<file path="src/pmsr_pkg.sv">
/*
 * shared constants, types and helpers for the transceiver mode and status
 * register bank. assumes a 10 MHz core clock and a byte-addressed bus whose
 * word index is the printed register index.
 */
package pmsr_pkg;

    // ==================================================================
    // bus geometry
    localparam int unsigned BUS_ADDR_W = 8;
    localparam int unsigned BUS_DATA_W = 32;
    localparam int unsigned REG_W      = 16;
    localparam int unsigned IDX_W      = 6;

    // ==================================================================
    // register indices, byte address is four times the index
    localparam logic [IDX_W-1:0] IDX_MODE_CTRL     = 6'h11;
    localparam logic [IDX_W-1:0] IDX_SPECIAL_MODES = 6'h12;
    localparam logic [IDX_W-1:0] IDX_SYM_ERR       = 6'h1A;
    localparam logic [IDX_W-1:0] IDX_SPECIAL_CTRL  = 6'h1B;

    // ==================================================================
    // field positions
    localparam int unsigned MCS_EDPD_BIT    = 13;
    localparam int unsigned MCS_LOOP_BIT    = 9;
    localparam int unsigned MCS_ALT_BIT     = 6;
    localparam int unsigned MCS_ENERGY_BIT  = 1;
    localparam int unsigned MCS_SPARE_BIT   = 0;
    localparam int unsigned SM_HOST_BIT     = 14;
    localparam int unsigned SM_MODE_LSB     = 5;
    localparam int unsigned SM_ADDR_LSB     = 0;
    localparam int unsigned SCI_AUTODIS_BIT = 15;
    localparam int unsigned SCI_SWAP_BIT    = 13;
    localparam int unsigned SCI_POL_BIT     = 4;

    // ==================================================================
    // reset values
    localparam logic              RST_BIT    = 1'b0;
    localparam logic              RST_ENERGY = 1'b1;
    localparam logic [REG_W-1:0]  RST_SYMERR = 16'h0000;
    localparam logic [2:0]        RST_MODE   = 3'h0;
    localparam logic [4:0]        RST_ADDR   = 5'h00;

    // ==================================================================
    // timing
    localparam int unsigned ENERGY_TIMEOUT_MS     = 256;
    localparam int unsigned CLK_HZ                = 10_000_000;
    localparam int unsigned ENERGY_TIMEOUT_CYCLES = ENERGY_TIMEOUT_MS * (CLK_HZ / 1000);

    // ==================================================================
    // types
    typedef struct packed {
        logic       edpd;
        logic       loop;
        logic       alt_irq;
        logic       spare;
        logic       host_sel;
        logic [2:0] mode;
        logic [4:0] addr;
        logic       autodis;
        logic       swap_sel;
    } pmsr_cfg_t;

    typedef enum logic {
        PMSR_BUS_WAIT = 1'b0,
        PMSR_BUS_ACK  = 1'b1
    } pmsr_bus_st_t;

    // ==================================================================
    // helpers
    function automatic logic [IDX_W-1:0] reg_index(input logic [BUS_ADDR_W-1:0] a);
        reg_index = a[BUS_ADDR_W-1:2];
    endfunction : reg_index

    function automatic logic [REG_W-1:0] merge16(input logic [REG_W-1:0] old_v,
                                                 input logic [REG_W-1:0] new_v,
                                                 input logic [1:0]       be);
        merge16 = {be[1] ? new_v[15:8] : old_v[15:8], be[0] ? new_v[7:0] : old_v[7:0]};
    endfunction : merge16

endpackage : pmsr_pkg

</file>
<file path="src/pmsr_sync2.sv">
/*
 * two flip-flop synchroniser for a bundle of slow levels.
 * assumes each bit changes rarely; no coherence between bits is promised.
 */
module pmsr_sync2 #(
    parameter int unsigned WIDTH = 1
) (
    input  wire logic             core_clk_in,
    input  wire logic [WIDTH-1:0] async_in,
    output logic      [WIDTH-1:0] sync_out
);

    // ==================================================================
    // stages, data path only so no reset
    logic [WIDTH-1:0] meta_r;
    logic [WIDTH-1:0] sync_r;

    always_ff @(posedge core_clk_in) begin
        meta_r <= async_in;
        sync_r <= meta_r;
    end

    assign sync_out = sync_r;

endmodule : pmsr_sync2

</file>
<file path="src/pmsr_energy_watch.sv">
/*
 * line energy presence tracker with a silence timeout.
 * assumes energy_in is already synchronised to core_clk_in.
 * only the hardware reset touches it; the software reset does not reach here.
 */
module pmsr_energy_watch
    import pmsr_pkg::*;
#(
    parameter int unsigned TIMEOUT_CYCLES = ENERGY_TIMEOUT_CYCLES
) (
    input  wire logic core_clk_in,
    input  wire logic rst_in,
    input  wire logic energy_in,
    output logic      present_out
);

    localparam int unsigned CNT_W = $clog2(TIMEOUT_CYCLES + 1);
    localparam logic [CNT_W-1:0] LAST = CNT_W'(TIMEOUT_CYCLES - 1);

    // ==================================================================
    // silence counter
    logic [CNT_W-1:0] quiet_r;
    logic             present_r;

    always_ff @(posedge core_clk_in) begin
        if (rst_in) begin
            quiet_r   <= '0;
            present_r <= RST_ENERGY;
        end else if (energy_in) begin
            quiet_r   <= '0;
            present_r <= 1'b1;
        end else if (quiet_r == LAST) begin
            present_r <= 1'b0;
        end else begin
            quiet_r   <= quiet_r + CNT_W'(1);
        end
    end

    assign present_out = present_r;

endmodule : pmsr_energy_watch

</file>
<file path="src/pmsr_regs.sv">
/*
 * vendor mode and status register bank of a 10/100 transceiver, reached
 * over an avalon-mm slave with waitrequest, plus the control outputs that
 * these registers steer. assumes the receive, link and crossover logic on
 * the same clock supply speed, symbol error, packet and polarity levels;
 * energy detect and the strap pins arrive asynchronously.
 */
// The Avalon-MM register port was chosen for this implementation.
// How it works
// - mode control bit 13 enables energy-detect power-down, reset value zero.
// - mode control bit 9 loops received packets back to line, 100 Mb only.
// - far loopback only acts in reduced-pin host mode, not in MII mode.
// - far loopback keeps working while the isolate control is set.
// - mode control bit 6 picks primary (0) or alternate (1) interrupts.
// - energy-present bit drops after 256 ms without valid line energy.
// - energy-present is one after hardware reset, kept through software reset.
// - special modes bit 14 picks MII (0) or reduced-pin (1) host interface.
// - special modes bits 7:5 hold operating mode, reset from mode straps.
// - station address bits 4:0 feed management match and scrambler seed.
// - station address resets from the address straps.
// - symbol error counter counts invalid 100 Mb symbols, idle ones too.
// - counter advances at most once per received packet.
// - counter runs through 16 bits and wraps to zero.
// - counter clears on reset, never on read.
// - counter holds still at 10 Mb.
// - special control bit 15 disables auto crossover when one.
// - with auto crossover off, bit 13 picks straight (0) or swapped (1).
// - special control bit 4 reports 10 Mb receive polarity reversed.
module pmsr_regs
    import pmsr_pkg::*;
#(
    parameter int unsigned ENERGY_CYCLES = ENERGY_TIMEOUT_CYCLES
) (
    input  wire logic                  core_clk_in,
    input  wire logic                  rst_in,
    input  wire logic                  soft_reset_in,
    input  wire logic [BUS_ADDR_W-1:0] avs_address_in,
    input  wire logic                  avs_read_in,
    input  wire logic                  avs_write_in,
    input  wire logic [BUS_DATA_W-1:0] avs_writedata_in,
    input  wire logic [3:0]            avs_byteenable_in,
    output logic      [BUS_DATA_W-1:0] avs_readdata_out,
    output logic                       avs_waitrequest_out,
    input  wire logic                  energy_detect_in,
    input  wire logic [2:0]            mode_strap_in,
    input  wire logic [4:0]            addr_strap_in,
    input  wire logic                  speed_100_in,
    input  wire logic                  isolate_in,
    input  wire logic                  sym_invalid_in,
    input  wire logic                  rx_packet_active_in,
    input  wire logic                  rx_polarity_reversed_in,
    input  wire logic                  auto_swap_in,
    output logic                       energy_detect_powerdown_out,
    output logic                       remote_loop_active_out,
    output logic                       alternate_irq_select_out,
    output logic                       energy_present_out,
    output logic                       host_interface_select_out,
    output logic      [2:0]            trans_mode_out,
    output logic      [4:0]            mgmt_address_out,
    output logic      [4:0]            scrambler_seed_out,
    output logic                       crossover_auto_enable_out,
    output logic                       pair_swap_out
);

    // ==================================================================
    // declarations
    pmsr_bus_st_t     bus_st_r;
    logic             wait_r;
    logic [31:0]      rdata_r;
    logic             commit_wr;
    logic             commit_rd;
    logic [IDX_W-1:0] idx;
    logic [REG_W-1:0] wdata16;
    logic [1:0]       be16;
    pmsr_cfg_t        cfg_r;
    logic [2:0]       mode_strap_r;
    logic             strap_load_r;
    logic [7:0]       strap_sync;
    logic             energy_sync;
    logic             energy_present;
    logic [REG_W-1:0] symerr_r;
    logic             counted_r;
    logic             sym_inc;
    logic             pol_r;
    logic [REG_W-1:0] rd_mode_ctrl;
    logic [REG_W-1:0] rd_special_modes;
    logic [REG_W-1:0] rd_special_ctrl;
    logic [REG_W-1:0] rd_word;
    logic [REG_W-1:0] wr_mode_ctrl;
    logic [REG_W-1:0] wr_special_modes;
    logic [REG_W-1:0] wr_special_ctrl;
    logic             loop_nxt;
    logic             swap_nxt;

    // ==================================================================
    // pin synchronisers
    pmsr_sync2 #(
        .WIDTH (9)
    ) u_sync (
        .core_clk_in (core_clk_in),
        .async_in    ({energy_detect_in, mode_strap_in, addr_strap_in}),
        .sync_out    ({energy_sync, strap_sync})
    );

    // ==================================================================
    // energy presence
    pmsr_energy_watch #(
        .TIMEOUT_CYCLES (ENERGY_CYCLES)
    ) u_energy (
        .core_clk_in (core_clk_in),
        .rst_in      (rst_in),
        .energy_in   (energy_sync),
        .present_out (energy_present)
    );

    // ==================================================================
    // bus slave: waitrequest drops for one cycle, one cycle after request
    assign idx       = reg_index(avs_address_in);
    assign wdata16   = avs_writedata_in[REG_W-1:0];
    assign be16      = avs_byteenable_in[1:0];
    assign commit_wr = (bus_st_r == PMSR_BUS_ACK) && avs_write_in;
    assign commit_rd = (bus_st_r == PMSR_BUS_ACK) && avs_read_in;

    always_ff @(posedge core_clk_in) begin
        if (rst_in) begin
            bus_st_r <= PMSR_BUS_WAIT;
            wait_r   <= 1'b1;
        end else begin
            unique case (bus_st_r)
                PMSR_BUS_WAIT: begin
                    if (avs_read_in || avs_write_in) begin
                        bus_st_r <= PMSR_BUS_ACK;
                        wait_r   <= 1'b0;
                    end
                end
                PMSR_BUS_ACK: begin
                    bus_st_r <= PMSR_BUS_WAIT;
                    wait_r   <= 1'b1;
                end
            endcase
        end
    end

    // ==================================================================
    // readback, reserved bits are constant zero
    assign rd_mode_ctrl = {2'b00, cfg_r.edpd, 3'b000, cfg_r.loop, 2'b00,
                           cfg_r.alt_irq, 4'h0, energy_present, cfg_r.spare};
    assign rd_special_modes = {1'b0, cfg_r.host_sel, 6'h00, cfg_r.mode, cfg_r.addr};
    assign rd_special_ctrl = {cfg_r.autodis, 1'b0, cfg_r.swap_sel, 8'h00,
                              pol_r, 4'h0};

    // merged write words; a bit cannot be picked straight off a function call
    assign wr_mode_ctrl     = merge16(rd_mode_ctrl, wdata16, be16);
    assign wr_special_modes = merge16(rd_special_modes, wdata16, be16);
    assign wr_special_ctrl  = merge16(rd_special_ctrl, wdata16, be16);

    always_comb begin
        unique case (idx)
            IDX_MODE_CTRL:     rd_word = rd_mode_ctrl;
            IDX_SPECIAL_MODES: rd_word = rd_special_modes;
            IDX_SYM_ERR:       rd_word = symerr_r;
            IDX_SPECIAL_CTRL:  rd_word = rd_special_ctrl;
            default:           rd_word = 16'h0000;
        endcase
    end

    // data is captured as waitrequest drops so it stands through the ack cycle
    always_ff @(posedge core_clk_in) begin
        if (rst_in) begin
            rdata_r <= 32'h0000_0000;
        end else if (bus_st_r == PMSR_BUS_WAIT && avs_read_in) begin
            rdata_r <= {16'h0000, rd_word};
        end
    end

    // ==================================================================
    // mode control register
    always_ff @(posedge core_clk_in) begin
        if (rst_in || soft_reset_in) begin
            cfg_r.edpd    <= RST_BIT;
            cfg_r.loop    <= RST_BIT;
            cfg_r.alt_irq <= RST_BIT;
            cfg_r.spare   <= RST_BIT;
        end else if (commit_wr && idx == IDX_MODE_CTRL) begin
            cfg_r.edpd    <= wr_mode_ctrl[MCS_EDPD_BIT];
            cfg_r.loop    <= wr_mode_ctrl[MCS_LOOP_BIT];
            cfg_r.alt_irq <= wr_mode_ctrl[MCS_ALT_BIT];
            cfg_r.spare   <= wr_mode_ctrl[MCS_SPARE_BIT];
        end
    end

    // ==================================================================
    // straps: caught once on the first edge after hardware reset release
    always_ff @(posedge core_clk_in) begin
        if (rst_in) begin
            strap_load_r <= 1'b1;
            mode_strap_r <= RST_MODE;
        end else if (strap_load_r) begin
            strap_load_r <= 1'b0;
            mode_strap_r <= strap_sync[7:5];
        end
    end

    // ==================================================================
    // special modes register; the address survives a software reset
    always_ff @(posedge core_clk_in) begin
        if (rst_in) begin
            cfg_r.host_sel <= RST_BIT;
            cfg_r.mode     <= RST_MODE;
            cfg_r.addr     <= RST_ADDR;
        end else if (strap_load_r) begin
            cfg_r.mode <= strap_sync[7:5];
            cfg_r.addr <= strap_sync[4:0];
        end else if (soft_reset_in) begin
            cfg_r.host_sel <= RST_BIT;
            cfg_r.mode     <= mode_strap_r;
        end else if (commit_wr && idx == IDX_SPECIAL_MODES) begin
            cfg_r.host_sel <= wr_special_modes[SM_HOST_BIT];
            cfg_r.mode     <= wr_special_modes[SM_MODE_LSB+:3];
            cfg_r.addr     <= wr_special_modes[SM_ADDR_LSB+:5];
        end
    end

    // ==================================================================
    // special control register
    always_ff @(posedge core_clk_in) begin
        if (rst_in || soft_reset_in) begin
            cfg_r.autodis  <= RST_BIT;
            cfg_r.swap_sel <= RST_BIT;
        end else if (commit_wr && idx == IDX_SPECIAL_CTRL) begin
            cfg_r.autodis  <= wr_special_ctrl[SCI_AUTODIS_BIT];
            cfg_r.swap_sel <= wr_special_ctrl[SCI_SWAP_BIT];
        end
    end

    always_ff @(posedge core_clk_in) begin
        if (rst_in || soft_reset_in) begin
            pol_r <= RST_BIT;
        end else begin
            pol_r <= rx_polarity_reversed_in;
        end
    end

    // ==================================================================
    // symbol error counter; outside a packet every bad idle symbol counts at 100 Mb, except in the first idle cycle after a counted packet
    assign sym_inc = speed_100_in && sym_invalid_in && !counted_r;

    always_ff @(posedge core_clk_in) begin
        if (rst_in || soft_reset_in) begin
            symerr_r <= RST_SYMERR;
        end else if (sym_inc) begin
            symerr_r <= symerr_r + 16'h0001;
        end
    end

    always_ff @(posedge core_clk_in) begin
        if (rst_in || soft_reset_in || !rx_packet_active_in) begin
            counted_r <= 1'b0;
        end else if (sym_inc) begin
            counted_r <= 1'b1;
        end
    end

    // ==================================================================
    // control outputs; isolate is deliberately not part of the loop gate
    assign loop_nxt = cfg_r.loop && cfg_r.host_sel && speed_100_in;
    assign swap_nxt = cfg_r.autodis ? cfg_r.swap_sel : auto_swap_in;

    always_ff @(posedge core_clk_in) begin
        if (rst_in) begin
            energy_detect_powerdown_out <= RST_BIT;
            remote_loop_active_out      <= RST_BIT;
            alternate_irq_select_out    <= RST_BIT;
            host_interface_select_out   <= RST_BIT;
            trans_mode_out              <= RST_MODE;
            mgmt_address_out            <= RST_ADDR;
            scrambler_seed_out          <= RST_ADDR;
            crossover_auto_enable_out   <= 1'b1;
            pair_swap_out               <= RST_BIT;
        end else begin
            energy_detect_powerdown_out <= cfg_r.edpd;
            remote_loop_active_out      <= loop_nxt;
            alternate_irq_select_out    <= cfg_r.alt_irq;
            host_interface_select_out   <= cfg_r.host_sel;
            trans_mode_out              <= cfg_r.mode;
            mgmt_address_out            <= cfg_r.addr;
            scrambler_seed_out          <= cfg_r.addr;
            crossover_auto_enable_out   <= !cfg_r.autodis;
            pair_swap_out               <= swap_nxt;
        end
    end

    assign avs_readdata_out    = rdata_r;
    assign avs_waitrequest_out = wait_r;
    assign energy_present_out  = energy_present;

    // ==================================================================
    // assertions
    a_loop_gate: assert property (@(posedge core_clk_in) disable iff (rst_in)
        remote_loop_active_out |-> $past(cfg_r.host_sel) && $past(speed_100_in))
        else $error("loopback active outside reduced-pin 100 Mb");

    a_loop_isolate: assert property (@(posedge core_clk_in) disable iff (rst_in)
        (cfg_r.loop && cfg_r.host_sel && speed_100_in && isolate_in) |=> remote_loop_active_out)
        else $error("loopback blocked by isolate");

    a_energy_fall: assert property (@(posedge core_clk_in) disable iff (rst_in)
        $fell(energy_present) |-> !$past(energy_sync) && !$past(energy_sync, 2))
        else $error("energy-present dropped while energy seen");

    a_energy_hwrst: assert property (@(posedge core_clk_in)
        rst_in |=> energy_present)
        else $error("energy-present not set by hardware reset");

    a_energy_swrst: assert property (@(posedge core_clk_in) disable iff (rst_in)
        (soft_reset_in && energy_present && energy_sync) |=> energy_present)
        else $error("software reset disturbed energy-present");

    a_sym_once: assert property (@(posedge core_clk_in) disable iff (rst_in)
        (rx_packet_active_in && counted_r && !soft_reset_in) |=> $stable(symerr_r))
        else $error("counter advanced twice in one packet");

    a_sym_10m: assert property (@(posedge core_clk_in) disable iff (rst_in)
        (!speed_100_in && !soft_reset_in) |=> $stable(symerr_r))
        else $error("counter moved at 10 Mb");

    a_sym_wrap: assert property (@(posedge core_clk_in) disable iff (rst_in)
        (symerr_r == 16'hFFFF && sym_inc && !soft_reset_in) |=> symerr_r == 16'h0000)
        else $error("counter did not wrap");

    a_sym_read: assert property (@(posedge core_clk_in) disable iff (rst_in)
        (commit_rd && idx == IDX_SYM_ERR && !sym_inc && !soft_reset_in) |=> $stable(symerr_r))
        else $error("counter cleared by read");

    a_swap_manual: assert property (@(posedge core_clk_in) disable iff (rst_in)
        cfg_r.autodis |=> pair_swap_out == $past(cfg_r.swap_sel))
        else $error("manual pair select not applied");

    a_seed_match: assert property (@(posedge core_clk_in) disable iff (rst_in)
        scrambler_seed_out == mgmt_address_out ##1 mgmt_address_out == $past(cfg_r.addr))
        else $error("seed and address disagree");

    a_bus_answer: assert property (@(posedge core_clk_in) disable iff (rst_in)
        ((avs_read_in || avs_write_in) && avs_waitrequest_out) |=> !avs_waitrequest_out ##1
        avs_waitrequest_out)
        else $error("bus answer not one cycle");

    c_loop_on: cover property (@(posedge core_clk_in) disable iff (rst_in)
        remote_loop_active_out);

    c_sym_wrap: cover property (@(posedge core_clk_in) disable iff (rst_in)
        symerr_r == 16'hFFFF ##1 symerr_r == 16'h0000);

    c_energy_drop: cover property (@(posedge core_clk_in) disable iff (rst_in)
        $fell(energy_present));

    c_write_commit: cover property (@(posedge core_clk_in) disable iff (rst_in)
        commit_wr && idx == IDX_SPECIAL_CTRL);

endmodule : pmsr_regs

</file>
<file path="config.mk">
export PLATFORM = sky130hd
export DESIGN_NAME = pmsr_regs
export DESIGN_NICKNAME = d
export VERILOG_FILES = /design/src/pmsr_pkg.sv /design/src/pmsr_sync2.sv /design/src/pmsr_energy_watch.sv /design/src/pmsr_regs.sv
export SDC_FILE = /design/constraint.sdc
export NUM_CORES = 1
export LEC_CHECK = 0
export BUFFER_PORTS_ARGS = -buffer_cell sky130_fd_sc_hd__buf_4
export CAP_MARGIN = 0
export CELL_PAD_IN_SITES_DETAIL_PLACEMENT = 1
export CELL_PAD_IN_SITES_GLOBAL_PLACEMENT = 1
export CORE_ASPECT_RATIO = 1.75
export CORE_UTILIZATION = 43
export DETAILED_ROUTE_END_ITERATION = 8
export GPL_ROUTABILITY_DRIVEN = 0
export PLACE_DENSITY_LB_ADDON = 0.1
export SYNTH_ARGS = -nofsm -noshare
export SYNTH_HDL_FRONTEND = slang
export SYNTH_HIERARCHICAL = 1
export SYNTH_SLANG_ARGS = --single-unit
</file>
<file path="constraint.sdc">
create_clock -name core_clk_in -period 5.1 [get_ports core_clk_in]
set_clock_uncertainty 0.1 [all_clocks]
set_input_delay 1.02 -clock core_clk_in [delete_from_list [all_inputs] [get_ports core_clk_in]]
set_output_delay 1.02 -clock core_clk_in [all_outputs]
set_load 0.05 [all_outputs]
</file>
Word-level counts from Yosys, hierarchy flattened
Index checks and enable logic that the tools add are counted.
{"block": "word_totals", "out_inout_bits": 53, "register_bits": 110, "romBits": 0, "mem_count": 0, "inputBits": 64, "latch_bits": 0, "ramBits": 0}
{"block": "op_classes", "div": 0, "addsub": 2, "order_cmp": 0, "muxes": 13, "mul": 0, "eq_ne": 7, "n_reduce_logical": 28, "bitwise": 2, "shifts": 0}
{"op": "16-bit one-hot mux with 4 select lines", "n": 1}
{"op": "6-bit by 5-bit == test with 1-bit output (second input constant)", "n": 4}
{"op": "22-bit by 1-bit adder with 22-bit output (second input constant)", "n": 1}
{"op": "22-bit == test (second input constant)", "n": 1}
{"op": "16-bit by 1-bit adder with 16-bit output (second input constant)", "n": 1}
{"op": "8-bit 2-to-1 mux", "n": 2}
{"op": "1-bit logical AND", "n": 9}
{"op": "9-bit 2-to-1 mux", "n": 1}
{"op": "2-bit AND reduction", "n": 4}
{"op": "2-bit nonzero test", "n": 4}
{"op": "7-bit 2-to-1 mux", "n": 1}
{"op": "3-bit AND reduction", "n": 2}
{"op": "3-bit nonzero test", "n": 2}
{"op": "5-bit 2-to-1 mux", "n": 1}
{"op": "1-bit 2-to-1 mux", "n": 4}
{"op": "4-bit 2-to-1 mux", "n": 1}
{"op": "1-bit one-hot mux with 2 select lines", "n": 2}
{"op": "1-bit zero test", "n": 3}
{"op": "1-bit logical OR", "n": 3}
{"op": "2-bit by 1-bit != test with 1-bit output (second input constant)", "n": 1}
{"op": "2-bit != test (second input constant)", "n": 1}
{"op": "1-bit NOT", "n": 2}
{"op": "2-bit OR reduction", "n": 1}

Logic depth before layout (Yosys ltp)
Gate-level depths: netlist (run 1).
{"block": "depth", "depth_word": 5, "mapped_depth": 6}

Hierarchy
The synthesis (run 1) kept the hierarchy.
{"module": "pmsr_regs", "cells_per_inst": 329, "instances": 1, "area_each_um2": 3046.7, "seq_area_each_um2": 1381.3}
{"module": "pmsr_energy_watch", "cells_per_inst": 139, "instances": 1, "area_each_um2": 1183.6, "seq_area_each_um2": 460.4}
{"module": "pmsr_sync2", "cells_per_inst": 18, "instances": 1, "area_each_um2": 360.3, "seq_area_each_um2": 360.3}

Worst setup path before layout (run 1)
OpenSTA, ideal clock, no wires.
{"block": "synth_path", "path_type": "input to register", "startpoint": "input avs_address_in[7]", "endpoint": "register cfg_r[9] (netlist name)", "arrival_ns": 2.427, "cell_stages": 5, "setup_ns": 0.121, "setup_slack_ns": 2.452, "cell_sequence": "or4b_1 -> clkbuf_1 -> nand2b_1 -> o21ai_2 -> mux2_2"}
{"block": "synth_between", "elab_chain_cells": 4}
{"item": "from (decl)", "line_no": "pmsr_regs.sv:37", "rtl": "input wire logic [BUS_ADDR_W-1:0] avs_address_in,"}
{"item": "6-bit by 5-bit == test with 1-bit output", "line_no": "pmsr_regs.sv:217", "rtl": "end else if (commit_wr && idx == IDX_SPECIAL_MODES) begin"}
{"item": "1-bit logical AND", "line_no": "pmsr_regs.sv:217"}
{"item": "3-bit nonzero test (no line)"}
{"item": "2-bit AND reduction (no line)"}
{"item": "to (decl)", "line_no": "pmsr_regs.sv:75", "rtl": "pmsr_cfg_t cfg_r;"}
No other way between the ends.
A chain may end at the register's enable or synchronous reset.

Worst setup path in the final report (run 1)
{"block": "layout_path", "startpoint": "input avs_address_in[5]", "endpoint": "register cfg_r[6] (netlist name)"}
{"block": "layout_between", "elab_chain_cells": 4}
{"item": "6-bit by 5-bit == test with 1-bit output", "line_no": "pmsr_regs.sv:217"}
{"item": "1-bit logical AND", "line_no": "pmsr_regs.sv:217"}
{"item": "2-bit nonzero test (no line)"}
{"item": "3-bit AND reduction (no line)"}
No other way between the ends.

==> impl_metrics.ini, run 1 <==
[sta]
rsz0062_at_grt = false
hold_ws_ns = 0.2290
slew_headroom_pct = 35.90
worst_pin_slew_ns = 0.9543
hold_viol = 0
slew_violations = 0
finalSetupViolCount = 0
fmax_mhz = 353.7
period_share_pct = 55.44
fin_setup_tns_ns = 0
min_period_ns = 2.827

[setup_path]
worstSetupPathType = primary input to flip-flop
slowest_delay_ns = 0.67
slowest_stage = or4b_1
rr_worst_depth = 5
worstSetupPathDepth = 5
path_cells = buf_4 -> or4b_1 -> nor2b_1 -> a21oi_2 -> mux2_2
endpoint_kind = flip-flop
cp_max_fo = 8
path_delay_family = simple AND/OR/NAND/NOR gates
required_ns = 5.23
start_kind = primary input
arrival_ns = 2.96
reg2reg_from = u_energy/quiet_r[0]
crit_buf_inv = 1
startpoint = avs_address_in[5]

[die]
num_rows = 49
initial_core_util_pct = 44.57
dieArea_um2 = 11110
num_io_pins = 117
core_area_um2 = 10300
die_w_um = 80.11
fp.dieH_um = 138.7

[cts]
cts_setup_buffers = 0
ctsHoldBuffers = 0
clock_path_buffers = 2
clock_latency_ns = 0.34
cts.clk_slew.worst_paths_ns = 0.07
h-tree-depth = 3
cts_resized = 0
cts_sinks = 110
numCtsBuffers = 9
cts_tree = built
clockRootBuffer = clkbuf_16

[hold_path]
hold_depth = 0
hp-start = u_sync/meta_r[6]
hp-class = flip-flop to flip-flop

[synthesis]
netlist_area_um2 = 4591
synth_edf_count = 0
ys_types = 60
synth.avg_cell_area_um2 = 9.446
ys.flop_type = dfxtp_1
synth_cells = 486
synth_seq_cells = 110
yosysWarnings = 6
async_reset_ff_share_pct = 0
yosysSeqAreaShare_pct = 47.97

[drt]
drc = 0
finalWirelength_um = 11920
drt_pre_antenna_iters = 4
vias = 3703
wire_per_inst_um = 17.69
drtAntennaViolNets = 0
vias_per_cell = 5.494
drt_iter0_markers = 120

[grt]
grt_pass1_wl_um = 19420
grt_overflow = 0
grt_max_degree = 39
grt.total_usage_pct = 22.83
antenna_found_initial = 0
grt_pass1_vias = 3909

[pwr]
power_density_nw_per_um2 = 314.8
power_mw = 1.696
vdd_ir_drop_max_mv = 0.1729
power_leakage_nw = 2.088

[job]
cap_violations = 0

[layout]
stdcell_count = 674
syn_to_final_growth_pct = 17.39
final_util_pct = 52.32
diodes = 0
final_nets = 608
drive_gt1_share_pct = 20.11

[placement]
numPortBuffers = 75
dpl.cell_count = 658
place_hpwl_um = 9068

[run_status]
status = finished clean
==> flip-flops by register name, indices dropped and copies added, names as in the netlist, 3 cells and up <==
register            cells
avs_readdata_out       16
cfg_r                  15
mode_strap_r            3
scrambler_seed_out      5
symerr_r               16
trans_mode_out          3
u_energy/quiet_r       22
u_sync/meta_r           9
u_sync/sync_out         9
==> per-stage QoR <==
| step | area [µm²] | setup slack [ns] |
|---|---|---|
| 3_3_place_gp | 5106 | 1.924 |
| 6_report | 5389 | 2.273 |
| 5_1_grt | 5389 | 2.158 |
| 3_5_place_dp | 5106 | 1.904 |
| 4_1_cts | 5389 | 2.269 |
| 2_1_floorplan | 4647 | 2.452 |
==> worst paths after layout <==
check,to,slack (ns)
worst max-delay path,cfg_r[6],2.27
worst min-delay path,u_sync/sync_out[6],0.23
worst max register to register,u_energy/present_out,2.78
worst min register to register,u_sync/sync_out[6],0.23
==> layout by cell type, fill, tap and decap left out, drive strengths merged, types with 16 or more instances in the layout <==
| cell type | n |
|---|---|
| o21ai | 19 |
| a22o | 17 |
| nor2 | 37 |
| buf | 75 |
| mux2i | 21 |
| nand2 | 36 |
| nand3 | 21 |
| conb | 16 |
| a21oi | 31 |
| dfxtp | 110 |
==> cell usage after synthesis, types with 10 or more instances <==
cell type | instances | share of area [%]
nand2_1 | 35 | 2.9
nor2_1 | 37 | 3.0
a22o_1 | 17 | 3.2
nor2b_1 | 14 | 1.9
dfxtp_1 | 110 | 48
nand3_1 | 21 | 2.3
buf_4 | 22 | 3.6
nand2b_1 | 11 | 1.5
or3_1 | 10 | 1.4
o21ai_0 | 12 | 1.3
a21oi_1 | 30 | 3.3
mux2i_1 | 21 | 4.6
clkbuf_1 | 17 | 1.4
==> routing by layer <==
metal  vias to the layer above  wire length, µm  GRT usage [%]
met5                         -                0              0
met4                         0              285          9.492
met3                        15              360          3.224
met2                        80             7012          45.75
met1                      1802             4261          21.94
li1                       1806                -              -
==> worst register-to-register path, stage by stage, from the launching register on <==
cell and delay (ns):
dfxtp_1 0.43, ha_1 0.27, and4_1 0.54, and2_0 0.53, nand2_4 0.13, a21o_1 0.23
==> where the power goes <==
group	total [mW]	switching [mW]	internal, mW
Combinational	0.138	0.0918	0.0464
Clock	0.665	0.327	0.338
Sequential	0.893	0.0146	0.878
==> logic make-up (layout without fill, tap and decap cells) <==
kind of cell               count (synthesis)  count (layout)  share of synthesized area, %
adders and majority gates                  2               2                        0.5450
DFF                                      110             110                         47.97
xor gates and xnor gates                  13              13                         2.480
AOI/OAI and AO/OA                         96              96                         14.25
muxes                                     27              27                         6.051
buffers and inverters                     53              99                         6.378
other                                      1              16                       0.08169
and+or+nand+nor                          184             184                         22.24
==> layout make-up <==
class	instances	area, µm²
well taps	127	158.9
clock buffers	9	225.2
clock inverters	7	57.56
repair buffers	75	563.0
inverters	8	30.03
flip-flops and latches	110	2202
fillers	1205	4911
multi-input cells	338	2152
Power figures use the tool's default switching activity.
==> inputs of run 2 (changes only) <==
--- a/config.mk
+++ b/config.mk
@@ -10,7 +10,7 @@
 export CELL_PAD_IN_SITES_DETAIL_PLACEMENT = 1
 export CELL_PAD_IN_SITES_GLOBAL_PLACEMENT = 1
 export CORE_ASPECT_RATIO = 1.75
-export CORE_UTILIZATION = 43
+export CORE_UTILIZATION = 36
 export DETAILED_ROUTE_END_ITERATION = 8
 export GPL_ROUTABILITY_DRIVEN = 0
 export PLACE_DENSITY_LB_ADDON = 0.1
==> constraint.sdc (replaced) <==
create_clock -name core_clk_in -period 2.4 [get_ports core_clk_in]
set_clock_uncertainty 0.1 [all_clocks]
set_input_delay 0.48 -clock core_clk_in [delete_from_list [all_inputs] [get_ports core_clk_in]]
set_output_delay 0.48 -clock core_clk_in [all_outputs]
set_load 0.05 [all_outputs]
==> run 2 against run 1 <==
Effect of this change:
- sequential share of layout area is 1.4 points lower
- sequential power is 110% higher
- first-iteration DRC count is 20% lower
- register-to-register slack worse by 2.6 ns
- hold slack worse by 0.099 ns
- die area is 19% higher
- non-clock buffer count is 14 higher
- critical path depth stayed put
- routed wire length is 1.8% higher
- critical path type is now flip-flop to flip-flop
- largest power group unchanged
- highest routed layer unchanged
==> impl_metrics.ini, run 2 (synthesized netlist as in run 1, its figures left out) <==
[layout]
syn_to_final_growth_pct = 21.59
final_util_pct = 44.90
final_nets = 622
drive_gt1_share_pct = 21.96
nFillCells = 1474
top_register = u_energy/quiet_r
final_common_cell = dfxtp_1
diodes = 0
largest_register_ffs = 22
final_cell_mix = dfxtp_1, buf_4, nor2_1

[cts]
cts_tree = built
cts_sinks = 110
ctsHoldBuffers = 0
clockRootBuffer = clkbuf_16
cts.clk_slew.worst_paths_ns = 0.07
h-tree-depth = 3
clock_latency_ns = 0.35
clock_path_buffers = 2
cts_setup_buffers = 0
cts_resized = 0
numCtsBuffers = 9

[die]
core_area_um2 = 12430
die_w_um = 87.36
initial_core_util_pct = 36.93
num_rows = 54
fp.dieH_um = 151.4
num_io_pins = 117
dieArea_um2 = 13230

[grt]
grt.total_usage_pct = 19.64
grt_pass1_wl_um = 19470
grt_overflow = 0
grt_pass1_vias = 3916
grt_max_degree = 25
antenna_found_initial = 0

[pwr]
netSwitchingFraction_pct = 24.09
power_leakage_nw = 2.178
vdd_ir_drop_max_mv = 0.2758
p_int_mw = 2.891
pwr-share-clk_pct = 42.2
power_mw = 3.809
pwr-share-comb_pct = 8.0
pwr-share-seq_pct = 49.8
switchingPower_mw = 0.9177
power_density_nw_per_um2 = 682.4

[setup_path]
cp_max_fo = 12
r2r_setup_slack_ns = 0.18
arrival_ns = 2.40
rr_endpoint = u_energy/quiet_r[18]
worstSetupPathType = flip-flop to flip-flop
endpoint_kind = flip-flop
reg2reg_from = u_energy/quiet_r[0]
start_kind = flip-flop
required_ns = 2.58
rr_worst_depth = 5

[sta]
fmax_mhz = 449.8
fin_setup_tns_ns = 0
slew_violations = 0
slew_headroom_pct = 47.37
rsz0062_at_grt = false
min_period_ns = 2.223
period_share_pct = 92.62
hold_viol = 0
worst_pin_slew_ns = 0.7884
finalSetupViolCount = 0
finalWorstSetupSlack_ns = 0.1770

[hold_path]
hp-class = primary input to flip-flop
hp-start = addr_strap_in[2]
worstHoldEndpoint = u_sync/meta_r[2]
hold_depth = 1

[drt]
drc = 0
vias_per_cell = 5.163
wire_per_inst_um = 16.66
vias = 3759
drtAntennaViolNets = 0
finalWirelength_um = 12130
drt_pre_antenna_iters = 4
drt_iter0_markers = 96

[placement]
numPortBuffers = 75
pre_cts_ws_ns = 0.1455
place_hpwl_um = 9353

[job]
cap_violations = 0

[run_status]
status = finished clean
[run 2: through the flow]
| step | std cells | hold slack [ns] | instance area, µm² |
|---|---|---|---|
| global route | 728 | 0.1150 | 5582 |
| CTS | 728 | 0.1179 | 5582 |
| finish | 728 | 0.1297 | 5582 |
| global placement | 713 | 0.2118 | 5263 |
| floorplan | 501 | 0.2096 | 4647 |
| detailed placement | 713 | 0.2135 | 5263 |
[run 2: worst max-delay path by stage]
stage	from	depth (start not counted)	end	slack (ns)
2_1_floorplan	avs_address_in[7]	5	cfg_r[9]	0.29
3_3_place_gp	avs_address_in[5]	5	cfg_r[9]	0.19
3_5_place_dp	avs_address_in[5]	5	cfg_r[9]	0.15
4_1_cts	u_energy/quiet_r[0]	5	u_energy/quiet_r[20]	0.16
5_1_grt	u_energy/quiet_r[0]	5	u_energy/quiet_r[12]	0.008
6_report	u_energy/quiet_r[0]	5	u_energy/quiet_r[18]	0.18
[run 2: final cells by class]
type	count	area, µm²	share of cell area [%]
inverter	8	30.03	0.5380
clock inverter	6	93.84	1.681
tap	168	210.2	3.766
clock buffer	9	225.2	4.035
sequential	110	2202	39.45
timing repair buffer	89	668.1	11.97
multi-input combinational	338	2152	38.56
[run 2: per-layer routing]
| metal | GRT usage, % | wire, µm | vias to the layer above |
|---|---|---|---|
| li1 | - | - | 1835 |
| met1 | 20.08 | 4611 | 1836 |
| met2 | 38.32 | 6863 | 71 |
| met3 | 3.052 | 358 | 17 |
| met4 | 8.197 | 299 | 0 |
| met5 | 0 | 0 | - |
[run 2: worst max-delay path, stage by stage (launching register included)]
cell and delay (ns):
dfxtp_1 0.42, ha_1 0.28, and4_1 0.51, nand3_1 0.32, or3_1 0.38, a21oi_1 0.15
[run 2: power groups by stage]
stage / clock, mW / sequential (mW) / combinational (mW)
final: 1.61 / 1.90 / 0.304
after floorplan: 0 / 1.95 / 0.195
after detailed placement: 0 / 1.94 / 0.307
after global routing: 1.74 / 1.90 / 0.326
after CTS: 1.66 / 1.90 / 0.308
after global placement: 0 / 1.94 / 0.303
